<file path="src/design/gtl_pkg.sv">
package gtl_pkg;

    // addressing groups on the low seven data bits
    localparam logic [6:0] GTL_LAG_BASE = 7'h20;
    localparam logic [6:0] GTL_TAG_BASE = 7'h40;
    localparam logic [6:0] GTL_UNL_CMD  = 7'h3F;
    localparam logic [6:0] GTL_UNT_CMD  = 7'h5F;
    localparam logic [1:0] GTL_TAG_GRP  = 2'h2;

    // reset values
    localparam logic [7:0] GTL_BYTE_RST = 8'h00;
    localparam logic [15:0] GTL_SYNC_RST = 16'hFFFF;

    // data settle before the source looks at the acceptors
    localparam int GTL_CLK_NS     = 25;
    localparam int GTL_SETTLE_NS  = 100;
    localparam int GTL_SETTLE_CYC = (GTL_SETTLE_NS + GTL_CLK_NS - 1) / GTL_CLK_NS;
    localparam logic [2:0] GTL_SETTLE_LD = 3'(GTL_SETTLE_CYC - 1);

    // one bit per bus line, raw level, enable or true-flag depending on use
    typedef struct packed {
        logic [7:0] dio;
        logic       atn;
        logic       ifc;
        logic       ren;
        logic       eoi;
        logic       srq;
        logic       dav;
        logic       nrfd;
        logic       ndac;
    } gtl_bus_t;

    typedef enum logic [1:0] {ACC_IDLE, ACC_RDY, ACC_ACPT} gtl_acc_st_t;
    typedef enum logic [1:0] {SRC_IDLE, SRC_SETL, SRC_WAIT, SRC_VAL} gtl_src_st_t;

endpackage

</file>
<file path="src/design/gtl_device.sv">
`timescale 1ns/100ps
`default_nettype none

module gtl_device
    import gtl_pkg::*;
(
    // clock and reset
    input  wire logic     clk,
    input  wire logic     sys_rst,
    // bus pins: raw level, driven level, drive enable
    input  wire gtl_bus_t bus_i,
    output var  gtl_bus_t bus_o,
    output var  gtl_bus_t bus_oe,
    // static setting
    input  wire logic [4:0] pri_addr,
    // talk stream
    input  wire logic       tx_valid,
    input  wire logic [7:0] tx_data,
    input  wire logic       tx_last,
    output logic            tx_ready,
    // listen stream and commands
    input  wire logic       rx_ready,
    output logic            rx_valid,
    output logic [7:0]      rx_data,
    output logic            rx_end,
    output logic            cmd_valid,
    output logic [7:0]      cmd_data,
    // service and status
    input  wire logic       srq_req,
    output logic            talk_act,
    output logic            listen_act,
    output logic            remote
);

    logic [15:0] meta_r;
    logic [15:0] sync_r;
    gtl_bus_t    ln;

    // first stage feeds only the second
    // one flop pair for each of the sixteen lines
    for (genvar i = 0; i < 16; i++) begin : g_sync
        always_ff @(posedge clk) begin
            meta_r[i] <= sys_rst ? GTL_SYNC_RST[i] : bus_i[i];
            sync_r[i] <= sys_rst ? GTL_SYNC_RST[i] : meta_r[i];
        end
    end

    assign ln = gtl_bus_t'(~sync_r);

    gtl_acc_st_t acc_r, acc_nxt;
    gtl_src_st_t src_r, src_nxt;
    logic        talk_r, talk_nxt, listen_r, listen_nxt, remote_r, remote_nxt;
    logic        srq_r, srq_nxt, eoi_r, eoi_nxt;
    logic [7:0]  dout_r, dout_nxt;
    logic [2:0]  cnt_r, cnt_nxt;
    logic        rxv_r, rxv_nxt, rxe_r, rxe_nxt, cmv_r, cmv_nxt;
    logic [7:0]  rxd_r, rxd_nxt, cmd_r, cmd_nxt;
    logic        acc_en, src_en, can_take, take;
    logic [6:0]  lag, tag, cb;

    assign lag      = GTL_LAG_BASE | {2'b00, pri_addr};
    assign tag      = GTL_TAG_BASE | {2'b00, pri_addr};
    assign cb       = ln.dio[6:0];
    // a talker that is also a listener hears its own bytes
    assign acc_en   = ln.atn | listen_r;
    assign src_en   = talk_r & ~ln.atn;
    // commands are never held off; data waits for the user
    assign can_take = ln.atn | rx_ready;
    assign take     = (acc_r == ACC_RDY) & ln.dav & can_take;

    always_comb begin
        acc_nxt    = acc_r;
        src_nxt    = src_r;
        talk_nxt   = talk_r;
        listen_nxt = listen_r;
        remote_nxt = ln.ren;
        srq_nxt    = srq_req;
        eoi_nxt    = eoi_r;
        dout_nxt   = dout_r;
        cnt_nxt    = cnt_r;
        rxv_nxt    = 1'b0;
        rxe_nxt    = rxe_r;
        rxd_nxt    = rxd_r;
        cmv_nxt    = 1'b0;
        cmd_nxt    = cmd_r;
        tx_ready   = 1'b0;

        case (acc_r)
            ACC_IDLE: begin
                if (acc_en) acc_nxt = ACC_RDY;
            end
            ACC_RDY: begin
                if (!acc_en) begin
                    acc_nxt = ACC_IDLE;
                end else if (take) begin
                    acc_nxt = ACC_ACPT;
                    if (ln.atn) begin
                        cmv_nxt = 1'b1;
                        cmd_nxt = ln.dio;
                        // secondary bytes match no case below
                        if (cb == lag) listen_nxt = 1'b1;
                        else if (cb == GTL_UNL_CMD) listen_nxt = 1'b0;
                        if (cb == tag) talk_nxt = 1'b1;
                        else if (cb == GTL_UNT_CMD) talk_nxt = 1'b0;
                        else if (cb[6:5] == GTL_TAG_GRP) talk_nxt = 1'b0;
                    end else begin
                        rxv_nxt = 1'b1;
                        rxd_nxt = ln.dio;
                        rxe_nxt = ln.eoi;
                    end
                end
            end
            ACC_ACPT: begin
                if (!acc_en) acc_nxt = ACC_IDLE;
                else if (!ln.dav) acc_nxt = ACC_RDY;
            end
            default: acc_nxt = ACC_IDLE;
        endcase

        case (src_r)
            SRC_IDLE: begin
                if (src_en && tx_valid) begin
                    dout_nxt = tx_data;
                    eoi_nxt  = tx_last;
                    cnt_nxt  = GTL_SETTLE_LD;
                    src_nxt  = SRC_SETL;
                end
            end
            SRC_SETL: begin
                cnt_nxt = cnt_r - 3'd1;
                if (cnt_r == 3'd0) src_nxt = SRC_WAIT;
            end
            SRC_WAIT: begin
                if (!ln.nrfd && ln.ndac) src_nxt = SRC_VAL;
            end
            SRC_VAL: begin
                if (!ln.ndac) begin
                    src_nxt  = SRC_IDLE;
                    tx_ready = src_en;
                end
            end
            default: src_nxt = SRC_IDLE;
        endcase
        // byte is only consumed on a completed handshake; ATN aborts and retries
        if (!src_en) src_nxt = SRC_IDLE;

        if (ln.ifc) begin
            talk_nxt   = 1'b0;
            listen_nxt = 1'b0;
            acc_nxt    = ACC_IDLE;
            src_nxt    = SRC_IDLE;
            rxv_nxt    = 1'b0;
            cmv_nxt    = 1'b0;
            tx_ready   = 1'b0;
        end
    end

    always_ff @(posedge clk) begin
        if (sys_rst) begin
            acc_r    <= ACC_IDLE;
            src_r    <= SRC_IDLE;
            talk_r   <= 1'b0;
            listen_r <= 1'b0;
            remote_r <= 1'b0;
            srq_r    <= 1'b0;
            eoi_r    <= 1'b0;
            dout_r   <= GTL_BYTE_RST;
            cnt_r    <= 3'd0;
            rxv_r    <= 1'b0;
            rxe_r    <= 1'b0;
            rxd_r    <= GTL_BYTE_RST;
            cmv_r    <= 1'b0;
            cmd_r    <= GTL_BYTE_RST;
        end else begin
            acc_r    <= acc_nxt;
            src_r    <= src_nxt;
            talk_r   <= talk_nxt;
            listen_r <= listen_nxt;
            remote_r <= remote_nxt;
            srq_r    <= srq_nxt;
            eoi_r    <= eoi_nxt;
            dout_r   <= dout_nxt;
            cnt_r    <= cnt_nxt;
            rxv_r    <= rxv_nxt;
            rxe_r    <= rxe_nxt;
            rxd_r    <= rxd_nxt;
            cmv_r    <= cmv_nxt;
            cmd_r    <= cmd_nxt;
        end
    end

    logic src_drv;
    assign src_drv = (src_r != SRC_IDLE);

    // open drain: level always low, only the enables move
    assign bus_o = '0;
    always_comb begin
        bus_oe      = '0;
        bus_oe.dio  = src_drv ? dout_r : 8'h00;
        bus_oe.eoi  = src_drv & eoi_r;
        bus_oe.dav  = (src_r == SRC_VAL);
        bus_oe.srq  = srq_r;
        bus_oe.nrfd = (acc_r == ACC_ACPT) | ((acc_r == ACC_RDY) & ~can_take);
        bus_oe.ndac = (acc_r == ACC_RDY);
    end

    assign rx_valid   = rxv_r;
    assign rx_data    = rxd_r;
    assign rx_end     = rxe_r;
    assign cmd_valid  = cmv_r;
    assign cmd_data   = cmd_r;
    assign talk_act   = talk_r;
    assign listen_act = listen_r;
    assign remote     = remote_r;
endmodule

`default_nettype wire

</file>
<file path="config.mk">
export PLATFORM = sky130hd
export DESIGN_NAME = gtl_device
export DESIGN_NICKNAME = d
export VERILOG_FILES = /design/src/design/gtl_pkg.sv /design/src/design/gtl_device.sv
export SDC_FILE = /design/constraint.sdc
export NUM_CORES = 1
export LEC_CHECK = 0
export ABC_AREA = 1
export ABC_CLOCK_PERIOD_IN_PS = 3900
export BUFFER_PORTS_ARGS = -buffer_cell sky130_fd_sc_hd__buf_2
export CORE_MARGIN = 5
export CORE_UTILIZATION = 40
export CTS_CLUSTER_SIZE = 8
export DETAILED_ROUTE_END_ITERATION = 16
export HOLD_SLACK_MARGIN = 0.03
export PLACE_DENSITY = 0.65
export SYNTH_ARGS = -nofsm -noshare
export SYNTH_HDL_FRONTEND = slang
export SYNTH_SLANG_ARGS = --single-unit
</file>
<file path="constraint.sdc">
create_clock -name clk -period 3.9 [get_ports clk]
set_clock_uncertainty 0.15 [all_clocks]
set_input_delay 0.195 -clock clk [delete_from_list [all_inputs] [get_ports clk]]
set_output_delay 0.195 -clock clk [all_outputs]
set_load 0.02 [all_outputs]
</file>
==> run summary, run 1 <==
non-filler cells in the finished layout = 526
Max-Cap Viols = 0
commonest cells after routing, fill and taps aside = 69 x dfxtp_1, 69 x buf_2, 37 x nor2_1
R2R Setup Slk = 1.74 ns
Starting Density = 41.23%
Worst-path clk slew = 0.08 ns
Slew Limit Fails = 0
sequential area share after synthesis = 49.04%
PwrDens = 404.9 nW/um^2
final setup fails = 0
max frequency = 463.0 MHz
setup tns final = 0 ns
fin crit period = 2.160 ns
worst reg2reg path depth = 5
Std-Cell Rows = 30
total gr overflow = 0
Reg2Reg Capture Point = dout_r[2]
worst rel slew slack = 60.03%
critical path launch point = src_r[0]
n_diodes = 0
Leakage = 1.737 nW
design area = 3603 sq um
vias in the first global route = 2,117
Worst EP required = 3.95 ns
worst setup margin = 1.740 ns
crit path to = dout_r[2]
vias per cell = 4.289
DR vias = 2,256
largest net degree at the start of global routing = 34
R2R Path Start = src_r[0]
# DRC = 0
DP Worst Slack = 1.774 ns
layout cells sized above 1 = 30.23%
CTS tree = done
nets = 467
Clk Latency, worst-skew pair = 0.34 ns
VDD IR max = 0.0002719 V
# fillers = 646
first-pass GRT wire length = 9163 um
clk root buf = clkbuf_8
TritonRoute pass-1 iters = 4
Total Routing Usage GR = 13.07%
synth unique cells = 30
WS Path Type = reg2reg
Post-Synthesis Cell Area = 2816 sq um
worst-margin pin slew = 0.5977 ns
sw power = 0.3185 mW
Initial DRC Count = 67
Mapped Cells = 334
die area = 8819 sq um
status = completed
placer congestion estimate = 0.7755
Hold Path Class = in2reg
unrepaired setup endpoints after global routing = false
CTS resizes = 0
Final Hold Vio Count = 0
clk sinks = 69
IO Count = 90
crit end category = flip-flop
Yosys warning total = 0
DP Cell Count = 486
CP max FO = 18
internal power = 1.141 mW
Seq pwr share = 49.9%
Avg Inst Size Synth = 8.432 sq um
Area Growth Syn to Fin = 27.94%
drt total wl = 5637 um
TritonCTS Buffers = 9
H-tree depth = 3
Core Region = 6832 sq um
Logic pwr share = 6.5%
Worst setup SP type = flip-flop
wire length per cell after detailed routing = 10.72 um
Routed Antenna Nets = 0
post-DP HPWL = 4017 um
Worst EP arrival = 2.21 ns
die width = 93.91 um
Placement Cell Area = 3131 sq um
maximum root-to-sink buffer count = 2
switching share of power = 21.83%
Clock Power Share = 43.6%
Tcrit/Tclk final = 55.38%
Die Ht = 93.91 um
antenna violations before repair = 0
IO buf count = 69
number of synthesized register bits = 69
==> cell usage after synthesis <==
cell type	count	area (sq um)
dfxtp_1	69	1381
nor2_1	37	138.9
o21ai_0	34	170.2
nand2_1	33	123.9
inv_1	32	120.1
or2_2	30	187.7
a21oi_1	22	110.1
buf_4	20	150.1
nand3_1	9	45.04
nor3_1	8	40.04
clkbuf_1	6	22.52
ha_1	6	75.07
inv_2	4	15.01
buf_6	3	33.78
nand2_4	2	22.52
nand4_1	2	12.51
nor2_2	2	12.51
nor2_8	2	40.04
nor3b_2	2	25.02
a21boi_0	1	7.510
buf_2	1	5.000
clkbuf_4	1	7.510
conb_1	1	3.750
nand2_2	1	6.260
nand3_4	1	17.52
nor2_4	1	11.26
nor3_2	1	10.01
o21ai_1	1	5.000
o21bai_1	1	7.510
xnor2_1	1	8.760
==> worst max-delay path, cell delays in order, from the launching register on <==
cell	delay, ns
dfxtp_1	0.34
inv_1	0.09
ha_1	0.42
nand4_1	0.58
o21ai_0	0.38
a21oi_1	0.07
==> how the worst min path moves through the flow <==
stage,to,depth (start not counted),from
4_1_cts,remote,2,sys_rst
6_report,remote,2,sys_rst
3_5_place_dp,meta_r[1],2,bus_i[1]
5_1_grt,remote,2,sys_rst
3_3_place_gp,meta_r[4],2,bus_i[4]
2_1_floorplan,meta_r[0],1,bus_i[0]
==> through the flow <==
step / util [%] / power (mW) / hold slack [ns]
floorplan: - / 0.8106 / 0.1488
global placement: 45.82 / 0.8187 / 0.2265
detailed placement: 45.82 / 0.8196 / 0.2286
CTS: 52.75 / 1.475 / 0.1058
global route: 52.75 / 1.518 / 0.1544
finish: 52.75 / 1.459 / 0.1143
==> cell families after synthesis <==
kind of cell / synth area share (%)
AND/OR/NAND/NOR: 24.61
AO/OA/AOI/OAI: 10.66
other: 0.1331
flip-flops: 49.04
XOR/XNOR: 0.3110
buffers and inverters: 12.57
adder cells (fa/ha/maj): 2.665
==> what timing repair did <==
action                    in CTS  in global routing
buffers inserted               0                  0
hold buffers                  25                  0
hold endpoints to repair      25                  0
==> flip-flops by register name, summed over array words and instances (netlist names), 2 cells and up <==
signal / cells
meta_r: 15
cmd_data: 8
cnt_r: 3
rx_data: 8
dout_r: 8
src_r: 2
acc_r: 2
sync_r: 15
==> power groups by stage <==
| stage | Sequential [mW] | Clock (mW) | Combinational, mW |
|---|---|---|---|
| after CTS | 0.728 | 0.653 | 0.0949 |
| after global routing | 0.729 | 0.682 | 0.107 |
| after floorplan | 0.741 | 0 | 0.0695 |
| final | 0.728 | 0.636 | 0.0950 |
| after global placement | 0.744 | 0 | 0.0750 |
| after detailed placement | 0.744 | 0 | 0.0755 |
==> metal layers <==
| layer | routed length, um | GRT usage (%) |
|---|---|---|
| met1 | 2523 | 15.27 |
| met2 | 2611 | 21.76 |
| met3 | 439 | 4.728 |
| met4 | 62 | 5.054 |
| met5 | 0 | 0 |
==> area by class of cell <==
| type | count | area (sq um) | share of cell area (%) |
|---|---|---|---|
| repair buffers | 94 | 595.6 | 16.53 |
| flip-flops and latches | 69 | 1381 | 38.33 |
| inverters | 36 | 135.1 | 3.750 |
| clock buffers | 10 | 137.6 | 3.819 |
| well taps | 96 | 120.1 | 3.333 |
| clock inverters | 5 | 85.08 | 2.361 |
| multi-input cells | 216 | 1149 | 31.87 |
No activity file was read; power rests on OpenSTA's default activity.
==> inputs of run 2 (changes only) <==
--- a/config.mk
+++ b/config.mk
@@ -6,7 +6,7 @@
 export NUM_CORES = 1
 export LEC_CHECK = 0
 export ABC_AREA = 1
-export ABC_CLOCK_PERIOD_IN_PS = 3900
+export ABC_CLOCK_PERIOD_IN_PS = 2029
 export BUFFER_PORTS_ARGS = -buffer_cell sky130_fd_sc_hd__buf_2
 export CORE_MARGIN = 5
 export CORE_UTILIZATION = 40
==> constraint.sdc (replaced) <==
create_clock -name clk -period 2.03 [get_ports clk]
set_clock_uncertainty 0.15 [all_clocks]
set_input_delay 0.1015 -clock clk [delete_from_list [all_inputs] [get_ports clk]]
set_output_delay 0.1015 -clock clk [all_outputs]
set_load 0.02 [all_outputs]
==> run 2 against run 1 <==
Effect of this change: flip-flop and latch count stayed put; total power is 86% higher; hold slack worse by 0.066 ns; utilization is 0.46 points higher; critical path type is now reg2out; highest routed layer unchanged.
==> run summary, run 2 (synthesized netlist as in run 1, its figures left out) <==
worst reg2reg path depth = 6
clk root buf = clkbuf_8
Clk Latency, worst-skew pair = 0.34 ns
Core Region = 6832 sq um
CTS tree = done
die area = 8819 sq um
final setup fails = 0
Routed Antenna Nets = 0
VDD IR max = 0.0004899 V
# fillers = 632
Slew Limit Fails = 0
total gr overflow = 0
DP Worst Slack = 0.4700 ns
first-pass GRT wire length = 9446 um
commonest cells after routing, fill and taps aside = 69 x dfxtp_1, 69 x buf_2, 37 x nor2_1
DR vias = 2,282
setup tns final = 0 ns
Total Routing Usage GR = 13.72%
overall power = 2.714 mW
Worst EP required = 1.78 ns
switching share of power = 24.32%
unrepaired setup endpoints after global routing = false
Max-Cap Viols = 0
TritonRoute pass-1 iters = 4
layout cells sized above 1 = 30.66%
vias in the first global route = 2,142
final hold slack = 0.04883 ns
worst setup margin = 0.1944 ns
TritonCTS Buffers = 9
clk sinks = 69
Die Ht = 93.91 um
IO buf count = 69
nets = 473
H-tree depth = 3
Worst-path clk slew = 0.08 ns
Tcrit/Tclk final = 90.42%
antenna violations before repair = 0
max frequency = 544.8 MHz
Seq pwr share = 51.5%
Worst path slowest cell = dfxtp_1
Clock Power Share = 41.6%
internal power = 2.054 mW
CP peak stage delay = 0.39 ns
post-DP HPWL = 4141 um
wire length per cell after detailed routing = 10.86 um
largest net degree at the start of global routing = 34
Initial DRC Count = 79
vias per cell = 4.281
# DRC = 0
Worst EP arrival = 1.58 ns
status = completed
n_diodes = 0
IO Count = 90
Starting Density = 41.23%
Std-Cell Rows = 30
Area Growth Syn to Fin = 29.05%
crit end category = output pin
Worst setup SP type = flip-flop
Critical Path, Cell by Cell = inv_1 -> ha_1 -> buf_4 -> nor2_1 -> buf_2
maximum root-to-sink buffer count = 2
Leakage = 1.753 nW
Largest regs = meta_r (15), sync_r (15)
die width = 93.91 um
placer congestion estimate = 0.8125
WS Path Type = reg2out
hold depth = 2
CP max FO = 9
drt total wl = 5790 um
sw power = 0.6600 mW
Logic pwr share = 6.9%
Hold Path Class = in2reg
CTS resizes = 0
Final Hold Vio Count = 0
PwrDens = 746.7 nW/um^2
fin crit period = 1.836 ns
-- run 2: worst paths after layout --
path | from | to | slack [ns]
max | src_r[0] | bus_oe[8] | 0.19
min | sys_rst | remote | 0.05
max reg2reg | sync_r[7] | listen_act | 0.23
min reg2reg | meta_r[8] | sync_r[8] | 0.26
-- run 2: routing by layer --
layer,GRT usage [%],share of wire [%],vias up
li1,-,-,1210
met1,15.25,43,993
met2,23.77,47,69
met3,5.128,8.3,10
met4,5.054,1.5,0
met5,0,0,-
-- run 2: power groups by stage --
stage          registers [mW]  clock network (mW)  logic (mW)
2_1_floorplan            1.42                   0       0.133
3_3_place_gp             1.43                   0       0.144
3_5_place_dp             1.43                   0       0.146
4_1_cts                  1.40                1.16       0.185
5_1_grt                  1.40                1.21       0.209
6_report                 1.40                1.13       0.187
-- run 2: critical path: cells and delay by family, from the launching register on --
kind	cells	cell delay [ns]
buf+inv	3	0.47
flops	1	0.39
fa+ha+maj	1	0.25
simple gates	1	0.14
-- run 2: final cells by class --
class / instances / area [sq um] / share of cell area [%]
Clock inverter: 7 / 77.57 / 2.134
Inverter: 36 / 135.1 / 3.718
Timing Repair Buffer: 100 / 648.1 / 17.83
Multi-Input combinational cell: 216 / 1149 / 31.60
Sequential cell: 69 / 1381 / 38.00
Tap cell: 96 / 120.1 / 3.305
Clock buffer: 9 / 123.9 / 3.408
-- run 2: repair_timing --
action / in CTS / in global routing
hold buffers: 28 / 0
endpoints found under the hold margin: 26 / 0
buffers inserted: 0 / 0
-- run 2: through the flow --
step | cells | instance area (sq um) | util [%]
6_report | 533 | 3635 | 53.21
3_5_place_dp | 489 | 3153 | 46.15
2_1_floorplan | 352 | 2884 | -
5_1_grt | 533 | 3635 | 53.21
4_1_cts | 533 | 3635 | 53.21
3_3_place_gp | 489 | 3153 | 46.15
==> inputs of run 3 (changes only) <==
==> constraint.sdc (replaced) <==
create_clock -name clk -period 2.03 [get_ports clk]
set_clock_uncertainty 0.15 [all_clocks]
set_input_delay 0.406 -clock clk [delete_from_list [all_inputs] [get_ports clk]]
set_output_delay 0.406 -clock clk [all_outputs]
set_load 0.02 [all_outputs]
==> run 3 against run 2 <==
Effect of this change: die area is the same; register-to-register slack improved by 0.24 ns; via count fell by 5.6%; critical endpoint is now bus_oe[4]; clock power about the same; critical path type unchanged; largest cell class unchanged.
==> run summary, run 3 (synthesized netlist as in run 1, its figures left out) <==
WS Path Type = reg2out
Routed Antenna Nets = 0
wire length per cell after detailed routing = 11.10 um
setup tns final = 0 ns
Slew Limit Fails = 0
hold_sp = bus_i[7]
Initial DRC Count = 55
DR vias = 2,155
antenna violations before repair = 0
Final Util = 49.32%
Die Ht = 93.91 um
unrepaired setup endpoints after global routing = false
Placement Cell Area = 3153 sq um
overall power = 2.664 mW
CTS tree = done
Total Routing Usage GR = 13.52%
Core Region = 6832 sq um
Hold Path Class = in2reg
# DRC = 0
vias in the first global route = 2,035
hold depth = 2
sw power = 0.6455 mW
non-filler cells in the finished layout = 505
post-DP HPWL = 4154 um
CP max FO = 13
DP Cell Count = 489
placer congestion estimate = 0.8021
clk sinks = 69
fin crit period = 1.889 ns
Seq pwr share = 52.5%
VDD IR max = 0.0005504 V
Leakage = 1.629 nW
Worst EP arrival = 1.33 ns
Clk Latency, worst-skew pair = 0.34 ns
IO buf count = 69
max frequency = 529.4 MHz
Max-Cap Viols = 0
internal power = 2.018 mW
largest net degree at the start of global routing = 24
worst reg2reg path depth = 7
TritonRoute pass-1 iters = 4
DP Worst Slack = 0.2862 ns
worst setup margin = 0.1409 ns
final hold slack = 0.08622 ns
final setup fails = 0
R2R Path Start = src_r[1]
Worst-path clk slew = 0.08 ns
total gr overflow = 0
Worst setup SP type = flip-flop
status = completed
nets = 445
Logic pwr share = 5.6%
IO Count = 90
n_diodes = 0
Clock Power Share = 41.9%
Area Growth Syn to Fin = 19.64%
vias per cell = 4.267
commonest cells after routing, fill and taps aside = 69 x buf_2, 67 x dfxtp_1, 37 x nor2_1
drt total wl = 5603 um
crit end category = output pin
first-pass GRT wire length = 9294 um
Reg2Reg Capture Point = cnt_r[2]
layout cells sized above 1 = 33.50%
hold endpoint = meta_r[7]
Std-Cell Rows = 30
hold_buf cts = 0
die area = 8819 sq um
design area = 3369 sq um
Largest regs = meta_r (15), sync_r (15)
Final Hold Vio Count = 0
Worst EP required = 1.47 ns
PwrDens = 790.6 nW/um^2
Tcrit/Tclk final = 93.06%
die width = 93.91 um
switching share of power = 24.23%
TritonCTS Buffers = 9
R2R Setup Slk = 0.47 ns
most common cell after layout, fill and taps aside = buf_2
H-tree depth = 3
clk root buf = clkbuf_8
maximum root-to-sink buffer count = 2
Starting Density = 41.23%
==> run 3: changes by cell type in the layout (fill, tap and decap cells not counted), sizes merged <==
cell	previous run	this run
dlygate4sd3	28	0
inv	40	38
clkbuf	9	10
clkinvlp	1	2
==> run 3: worst max-delay path by stage <==
stage / from / to / depth (start not counted)
4_1_cts: src_r[0] / bus_oe[4] / 4
6_report: src_r[1] / bus_oe[4] / 4
2_1_floorplan: src_r[0] / bus_oe[10] / 4
5_1_grt: src_r[1] / bus_oe[13] / 4
3_5_place_dp: src_r[0] / cnt_r[2] / 8
3_3_place_gp: src_r[0] / dout_r[3] / 6
==> run 3: layout make-up <==
class	count	area, sq um
Sequential cell	69	1384
Fill cell	672	3462
Tap cell	96	120.1
Timing Repair Buffer	72	367.9
Clock inverter	6	71.32
Multi-Input combinational cell	216	1164
Clock buffer	10	127.6
Inverter	36	135.1
==> run 3: worst max-delay path: stages, from the launching register on <==
cell     delay [ns]
dfxtp_1        0.38
inv_1          0.11
ha_4           0.22
nor2_1         0.11
buf_2          0.17
==> run 3: timing repair <==
item                       CTS  global route
setup endpoints to repair   10            10
buffers inserted             0             0
cloned                       0             0
resized for setup            2             3
==> run 3: power groups by stage <==
| stage | registers [mW] | clock network [mW] | logic [mW] |
|---|---|---|---|
| CTS | 1.40 | 1.16 | 0.149 |
| finish | 1.40 | 1.12 | 0.148 |
| global route | 1.40 | 1.23 | 0.168 |
| floorplan | 1.42 | 0 | 0.133 |
| global placement | 1.43 | 0 | 0.147 |
| detailed placement | 1.43 | 0 | 0.148 |
==> run 3: routing by layer <==
metal	part of all wire [%]	global-route usage, %	wire length (um)	up-vias
li1	-	-	-	1151
met5	0	0	0	-
met4	1.0	5.054	57	0
met3	9.5	5.929	533	5
met1	44	16.29	2438	927
met2	46	21.23	2573	72
